## src/port_a_pkg.sv

```systemverilog
package port_a_pkg;
  // byte addresses of the two registers (low 16 bits of haddr)
  localparam logic [15:0] dir_addr      = 16'hff44;
  localparam logic [15:0] data_addr     = 16'hff4c;
  // printed offsets kept as register indices; byte address is index times four
  localparam logic [15:0] dir_index     = 16'hffd1;
  localparam logic [15:0] data_index    = 16'hffd3;
  localparam logic [7:0]  dir_reset     = 8'h00;
  localparam logic [7:0]  data_reset    = 8'h00;
  localparam logic [7:0]  dir_read_val  = 8'hff;
  localparam int          sync_stages   = 2;
  localparam int          addr_bits     = 16;
  localparam logic [2:0]  prescale_ext  = 3'h7;
  localparam int          timer_chans   = 5;

  // per-pin peripheral requests
  typedef struct packed {
    logic [7:0] timer_oe;
    logic [7:0] timer_out;
    logic [7:0] dma_oe;
    logic [7:0] dma_out;
    logic [7:0] pattern_enable;
    logic [7:0] pattern_out;
  } periph_s;

  typedef struct packed {
    logic [7:0] out;
    logic [7:0] oe;
  } pin_drive_s;
endpackage

```

## src/port_a_gpio.sv

```systemverilog
`timescale 1ns/100ps
`default_nettype none
// Notes on behaviour
// - eight pins, each input or output, same functions in every mode
// - direction register one bit per pin at FFD1; 1 drives, 0 input; the code decodes it at byte FF44 (index FFD1)
// - direction register is write-only; reads return all ones
// - direction cleared on reset and in hardware standby
// - direction kept in software standby; outputs keep driving
// - data register 8-bit read/write at FFD3 holds output values; the code decodes it at byte FF4C (index FFD3)
// - read of an output pin returns the data register bit
// - read of an input pin returns the pin level
// - data cleared on reset and hardware standby, kept in software standby
// - addresses decode on the low 16 bits of the bus address
// - pins also carry pattern, timer and dma functions
// - every pin: timer output, else dma output, else input, general or pattern output
// - pin 3 clock goes to timer when any prescale select is all ones
module port_a_gpio #(
  parameter int pins = 8
) (
  // clock, reset, enable
  input  wire logic                  hclk,
  input  wire logic                  hresetn,
  input  wire logic                  clk_en,
  input  wire logic                  hw_standby,
  input  wire logic                  sw_standby,
  // ahb-lite slave
  input  wire logic                  hsel,
  input  wire logic [31:0]           haddr,
  input  wire logic [1:0]            htrans,
  input  wire logic                  hwrite,
  input  wire logic [2:0]            hsize,
  input  wire logic [31:0]           hwdata,
  input  wire logic                  hready,
  output logic      [31:0]           hrdata,
  output logic                       hreadyout,
  output logic                       hresp,
  // pins
  input  wire logic [7:0]            pin_in,
  output logic      [7:0]            pin_out,
  output logic      [7:0]            pin_oe,
  // peripherals
  input  wire port_a_pkg::periph_s   periph,
  input  wire logic [14:0]           timer_prescale_select,
  output logic      [7:0]            pin_level_sync,
  output logic                       timer_ext_clock_in_d
);

  if (pins != 8) begin : g_bad
    $error("port_a_gpio serves exactly eight pins");
  end

  logic [7:0]  dir_reg;
  logic [7:0]  data_reg;
  logic [7:0]  sync1_reg;
  logic [7:0]  sync2_reg;
  logic        wr_pend_reg;
  logic        wr_dir_reg;
  logic        wr_data_reg;
  logic [31:0] hrdata_reg;
  logic [7:0]  out_reg;
  logic [7:0]  oe_reg;
  logic        tclk_reg;

  // address decode on the low half of haddr only
  wire         xfer     = hsel & hready & htrans[1];
  wire  [15:0] low_addr = haddr[15:0];
  wire         hit_dir  = low_addr == {port_a_pkg::dir_index[13:0], 2'b00};
  wire         hit_data = low_addr == {port_a_pkg::data_index[13:0], 2'b00};
  wire         standby_clear = hw_standby;

  // read mux: output pins show latch, input pins show synchronised level
  wire  [7:0]  port_read = (dir_reg & data_reg) | (~dir_reg & sync2_reg);
  wire  [31:0] read_word = (xfer & ~hwrite & hit_dir)  ? {24'h000000, port_a_pkg::dir_read_val} :
                           (xfer & ~hwrite & hit_data) ? {24'h000000, port_read} :
                           32'h00000000;

  // pin function select: timer wins, then dma, then pattern, then general port
  function automatic port_a_pkg::pin_drive_s pick(input logic [7:0] dir, input logic [7:0] dat,
                                                  input port_a_pkg::periph_s p);
    port_a_pkg::pin_drive_s r;
    r.oe  = p.timer_oe | p.dma_oe | dir;
    r.out = (p.timer_oe & p.timer_out) |
            (~p.timer_oe & p.dma_oe & p.dma_out) |
            (~p.timer_oe & ~p.dma_oe & dir & p.pattern_enable & p.pattern_out) |
            (~p.timer_oe & ~p.dma_oe & dir & ~p.pattern_enable & dat);
    return r;
  endfunction

  wire port_a_pkg::pin_drive_s drive = pick(dir_reg, data_reg, periph);

  // any of the five channels selecting the external clock
  logic [4:0] ext_sel;
  for (genvar i = 0; i < port_a_pkg::timer_chans; i++) begin : g_tpsc
    assign ext_sel[i] = timer_prescale_select[3*i +: 3] == port_a_pkg::prescale_ext;
  end

  // registers: hw standby clears like reset; sw standby just freezes writes
  always_ff @(posedge hclk or negedge hresetn)
  begin
    if (!hresetn)
    begin
      dir_reg  <= port_a_pkg::dir_reset;
      data_reg <= port_a_pkg::data_reset;
    end
    else if (clk_en)
    begin
      if (standby_clear)
      begin
        dir_reg  <= port_a_pkg::dir_reset;
        data_reg <= port_a_pkg::data_reset;
      end
      else if (wr_pend_reg & ~sw_standby)
      begin
        if (wr_dir_reg)
          dir_reg <= hwdata[7:0];
        if (wr_data_reg)
          data_reg <= hwdata[7:0];
      end // else holds through software standby
    end
  end

  // bus phases: write data arrives one cycle after its address
  always_ff @(posedge hclk or negedge hresetn)
  begin
    if (!hresetn)
    begin
      wr_pend_reg <= 1'b0;
      wr_dir_reg  <= 1'b0;
      wr_data_reg <= 1'b0;
      hrdata_reg  <= 32'h00000000;
    end
    else if (clk_en)
    begin
      wr_pend_reg <= xfer & hwrite;
      wr_dir_reg  <= xfer & hwrite & hit_dir;
      wr_data_reg <= xfer & hwrite & hit_data;
      hrdata_reg  <= read_word;
    end
  end

  // synchroniser; first stage is read only by the second
  always_ff @(posedge hclk or negedge hresetn)
  begin
    if (!hresetn)
    begin
      sync1_reg <= 8'h00;
      sync2_reg <= 8'h00;
    end
    else if (clk_en)
    begin
      sync1_reg <= pin_in;
      sync2_reg <= sync1_reg;
    end
  end

  // registered pin drive and timer clock routing
  always_ff @(posedge hclk or negedge hresetn)
  begin
    if (!hresetn)
    begin
      out_reg  <= 8'h00;
      oe_reg   <= 8'h00;
      tclk_reg <= 1'b0;
    end
    else if (clk_en)
    begin
      out_reg  <= drive.out;
      oe_reg   <= drive.oe;
      tclk_reg <= (|ext_sel) & sync2_reg[3];
    end
  end

  assign hrdata               = hrdata_reg;
  assign hreadyout            = 1'b1;
  assign hresp                = 1'b0;
  assign pin_out              = out_reg;
  assign pin_oe               = oe_reg;
  assign pin_level_sync       = sync2_reg;
  assign timer_ext_clock_in_d = tclk_reg;

endmodule
`default_nettype wire

```

## config.mk

```make
export PLATFORM = sky130hd
export DESIGN_NAME = port_a_gpio
export DESIGN_NICKNAME = d
export VERILOG_FILES = /design/src/port_a_pkg.sv /design/src/port_a_gpio.sv
export SDC_FILE = /design/constraint.sdc
export NUM_CORES = 1
export LEC_CHECK = 0
export ABC_AREA = 1
export BUFFER_PORTS_ARGS = -buffer_cell sky130_fd_sc_hd__buf_2
export CAP_MARGIN = 20
export CORE_MARGIN = 1
export CORE_UTILIZATION = 43
export CTS_CLUSTER_SIZE = 40
export DETAILED_ROUTE_END_ITERATION = 10
export HOLD_SLACK_MARGIN = 0.08
export PLACE_DENSITY = 0.81
export SYNTH_ARGS = -nofsm -noshare
export SYNTH_HDL_FRONTEND = slang
export SYNTH_SLANG_ARGS = --single-unit
```

## constraint.sdc

```tcl
create_clock -name hclk -period 1.4 [get_ports hclk]
set_input_delay 0.07 -clock hclk [delete_from_list [all_inputs] [get_ports hclk]]
set_output_delay 0.07 -clock hclk [all_outputs]
set_load 0.03 [all_outputs]
```

# [Word level (Yosys, flattened, before mapping)]
# Index checks and enable logic that the tools add are counted.
[op_classes] reduce_logical=6 muxes=8 bitwise_logic=33 n_eq_ne=7
[ops] op="AND 8 bit" count=11
[ops] op="2-to-1 mux 8 bit" count=8
[ops] op="OR 8 bit" count=6
[ops] op="equality test 16 bit, second input constant" count=2
[ops] op="NOT 8 bit" count=4
[ops] op="equality test 3 bit, second input constant" count=5
[ops] op="AND 1 bit" count=10
[ops] op="AND reduction 3 bit" count=2
[ops] op="nonzero test 2 bit" count=3
[ops] op="OR reduction 5 bit" count=1
[ops] op="NOT 1 bit" count=2
[word_totals] word_cells=65 output_inout_bits=59 ff_bits=84

# [Longest topological paths before layout]
[logic_depth] word_depth=7 mapped_depth=8

# [Least setup slack after synthesis]
# No wires, ideal clock.
[synth_timing] path_kind="flip-flop to flip-flop" startpoint="register wr_pend_reg" endpoint="register dir_reg[5]" path_slack_ns=0.258 stages_incl_launch_ff=8 arrival_time_ns=1.024 path_buffers=1 path_cell_list="dfrtp_1 > inv_2 > nor2_2 > o21ai_4 > nor2_8 > buf_12 > nand2_2 > o21ai_2"
[synth_via] elab_chain_len=3
[synth_lines] element="start, declared" line="port_a_gpio.sv:56" text="logic wr_pend_reg;"
[synth_lines] element="start signal, assigned" line="port_a_gpio.sv:134" text="wr_pend_reg <= xfer & hwrite;"
[synth_lines] element="AND 1 bit" line="port_a_gpio.sv:112" text="else if (wr_pend_reg & ~sw_standby)"
[synth_lines] element="nonzero test 2 bit (no line)"
[synth_lines] element="AND reduction 3 bit (no line)"
[synth_lines] element="end signal, assigned" line="port_a_gpio.sv:102" text="dir_reg <= port_a_pkg::dir_reset;"
[synth_lines] element="end signal, assigned" line="port_a_gpio.sv:109" text="dir_reg <= port_a_pkg::dir_reset;"
[synth_lines] element="end signal, assigned" line="port_a_gpio.sv:115" text="dir_reg <= hwdata[7:0];"
[synth_lines] element="end, declared" line="port_a_gpio.sv:52" text="logic [7:0] dir_reg;"
# No other way between the ends.
# A chain may end at the register's enable or synchronous reset.

# [Final worst setup path]
[layout_timing] startpoint="input port periph[42] in the netlist's numbering" endpoint="register oe_reg[2], in the netlist pin_oe[2]"
[layout_via] elab_chain_len=2
[layout_lines] element="start, declared" line="port_a_gpio.sv:42" text="input wire port_a_pkg::periph_s periph,"
[layout_lines] element="OR 8 bit (2 in series)" line="port_a_gpio.sv:81" text="r.oe = p.timer_oe | p.dma_oe | dir;"
[layout_lines] element="end signal, assigned" line="port_a_gpio.sv:168" text="oe_reg <= drive.oe;"
[layout_lines] element="end, declared" line="port_a_gpio.sv:61" text="logic [7:0] oe_reg;"
# No other way between the ends.

==> impl_metrics.csv <==
group,metric,value,unit
drt,routed_via_density,4.63,
drt,vias,3164,
setup_path,startpoint_type,"input pin",
grt,grt_max_degree,61,
cells_and_area,final_util,0.626,
grt,overflow,0,
cells_and_area,fill_cells,649,
grt,grt_pass1_wl,13.4,mm
drt,drt_iter0_markers,80,
setup_path,arrival,1.55,ns
cells_and_area,nNetsFinal,727,
setup_path,critPathSlowestCell,"dlygate4sd3_1",
placement,portBuffers,136,
cells_and_area,layout_common_cells,"buf_2 (136), nand2_1 (92), nor2_1 (83), dfrtp_1 (60), dlygate4sd3_1 (39)",
clock_tree,clock-sinks,60,
grt,grt_pass1_vias,3085,
setup_path,cp_common_cell,"dlygate4sd3_1",
placement,place_inst,628,
setup_path,worst-path-buf-inv,3,
die,die_h,88.7,um
setup_path,critPathMaxStageDelay,0.57,ns
synthesis,synth_seq_cells,60,
hold_path,hp-class,"in2reg",
placement,gp_congestion,0.761,
die,num_rows,31,
sta,fin_worst_skew,0.0105,ns
setup_path,worstPathMaxFanout,3,
sta,final-setup-viol-count,0,
setup_path,worstPathRequired,1.60,ns
run,drv_cap,0,
synthesis,yosysUniqueCellTypes,26,
synthesis,synthCells,402,
die,die_width,88.7,um
drt,ant_nets,0,
clock_tree,cts_tree,"yes",
status,status,"finished, final reports clean",
setup_path,end_kind,"register",
synthesis,synth.cell_area,3230,sq um
clock_tree,post_cts_buffers,0,
pwr,vdd_ir_drop_max,0.623,mV
die,core_area,7250,sq um
grt,antenna_found_initial,0,
sta,rsz0062_at_grt,"false",
drt,routedWlPerCell,12.4,um
clock_tree,clk_latency,0.33,ns
sta,fin_crit_sh,0.963,
clock_tree,clkTransAtPathRegs,0.07,ns
grt,track_usage,0.226,
cells_and_area,area_delta_synth_final,40.5,%
clock_tree,cts_made_buffers,9,
pwr,p_leak,2.42,nW
die,floorplan.initialDensity,0.446,
clock_tree,cts_root_buf,"clkbuf_8",
setup_path,path_class,"in2reg",
drt,remaining_drc_errors,0,
synthesis,synth_top_area_cell,"dfrtp_1",
synthesis,synth_area_leaders,"dfrtp_1 (46%), nand2_1 (11%), nor2_1 (9.8%)",
pwr,power_density,1110,nW/um^2
cells_and_area,drive_gt1_frac,0.310,
clock_tree,cts-htree-levels,3,
sta,slew_viol_final,0,
placement,hpwlAfterDp,5.74,mm
synthesis,ys_warn_count,0,
cells_and_area,layout_commonest_cell,"buf_2",
synthesis,synth_top_area_share,0.465,
synthesis,yosysSeqAreaShare,0.465,
die,io_pins,207,
sta,fin_crit,1.35,ns
sta,hold_viol,0,
cells_and_area,fin_cells,684,
drt,drt_pre_antenna_iters,4,
die,die_area,7870,sq um
drt,wirelength,8.51,mm
setup_path,crit_family,"buffers and inverters",
synthesis,syn_avg_cell_area,8.04,sq um
placement,dpl_cell_area,3910,sq um
sta,tns,0,ns
cells_and_area,fin_area,4540,sq um
setup_path,path_cells,"dlygate4sd3_1 > buf_2 > nor2_1 > dlygate4sd3_1 > a31oi_1",
clock_tree,clockBufferDepth,2,
sta,max_freq,742,MHz
routing by layer:
layer / wire length [um] / vias to the layer above / part of all wire / global-route usage
met5: 0 / - / 0 / 0
met4: 97 / 0 / 0.011 / 0.0850
met3: 551 / 10 / 0.065 / 0.0569
met2: 4330 / 108 / 0.51 / 0.407
met1: 3530 / 1475 / 0.41 / 0.258
li1: - / 1571 / - / -
synth_stat cells (all sizes together):
master	instances
conb	2
a21oi	16
nor2	93
buf	36
o21ai	27
mux2i	16
nand3	12
o21bai	1
dfrtp	60
clkbuf	1
nand2	96
inv	33
nand4	1
a31oi	8
cells by family (layout without fill, tap and decap cells):
logic type      Yosys count  count (layout)  synth area share
simple gates            202             202             0.264
compound gates           52              52            0.0972
other cells               2              27           0.00232
buf+inv                  70             228             0.122
mux                      16              16            0.0496
flops                    60              60             0.465
worst reg2reg max path: cells and delay by family, from the launching register on:
family / cells / cell delay, ns
compound gates: 2 / 0.40
flops: 1 / 0.38
simple gates: 3 / 0.28
buf+inv: 1 / 0.06
area by class of cell:
cell class / instances / area [sq um] / area share
Tap cell: 99 / 124 / 0.0273
Inverter: 33 / 124 / 0.0273
Timing Repair Buffer: 179 / 1130 / 0.248
Sequential cell: 60 / 1500 / 0.331
Multi-Input combinational cell: 296 / 1430 / 0.315
Clock buffer: 12 / 135 / 0.0298
Antenna cell: 1 / 2.50 / 0.000551
Clock inverter: 4 / 97.6 / 0.0215
final timing paths:
path / end / depth (start not counted) / slack [ns] / start
max in group asynchronous: sync1_reg[6] / 3 / 0.85 / hresetn
min: pin_out[1] / 5 / 0.10 / periph[33]
min in group asynchronous: pin_out[1] / 3 / 0.28 / hresetn
max: pin_oe[2] / 5 / 0.05 / periph[42]
max reg2reg: dir_reg[3] / 6 / 0.17 / wr_pend_reg
min reg2reg: sync1_reg[7] / 2 / 0.47 / sync1_reg[7]
power by group:
group          leakage, nW  internal [W]  switching [W]
clock                0.111       0.00119       0.000677
sequential           0.728       0.00191       0.000138
combinational         1.58      0.000428       0.000679
metrics by stage:
| step | worst slack, ns | total power, W | hold WS (ns) |
|---|---|---|---|
| floorplan | 0.258 | 0.00277 | -0.226 |
| global placement | 0.174 | 0.00307 | 0.101 |
| detailed placement | 0.152 | 0.00310 | 0.110 |
| CTS | 0.0559 | 0.00506 | 0.0922 |
| global route | 0.00526 | 0.00529 | 0.121 |
| finish | 0.0518 | 0.00502 | 0.104 |
timing repair:
action / 4_1_cts / 5_1_grt
gates resized for setup: 0 / 1
hold endpoints to repair: 98 / 0
hold buffers: 39 / 0
setup endpoints to repair: 0 / 1
No activity file was read; power rests on OpenSTA's default activity.
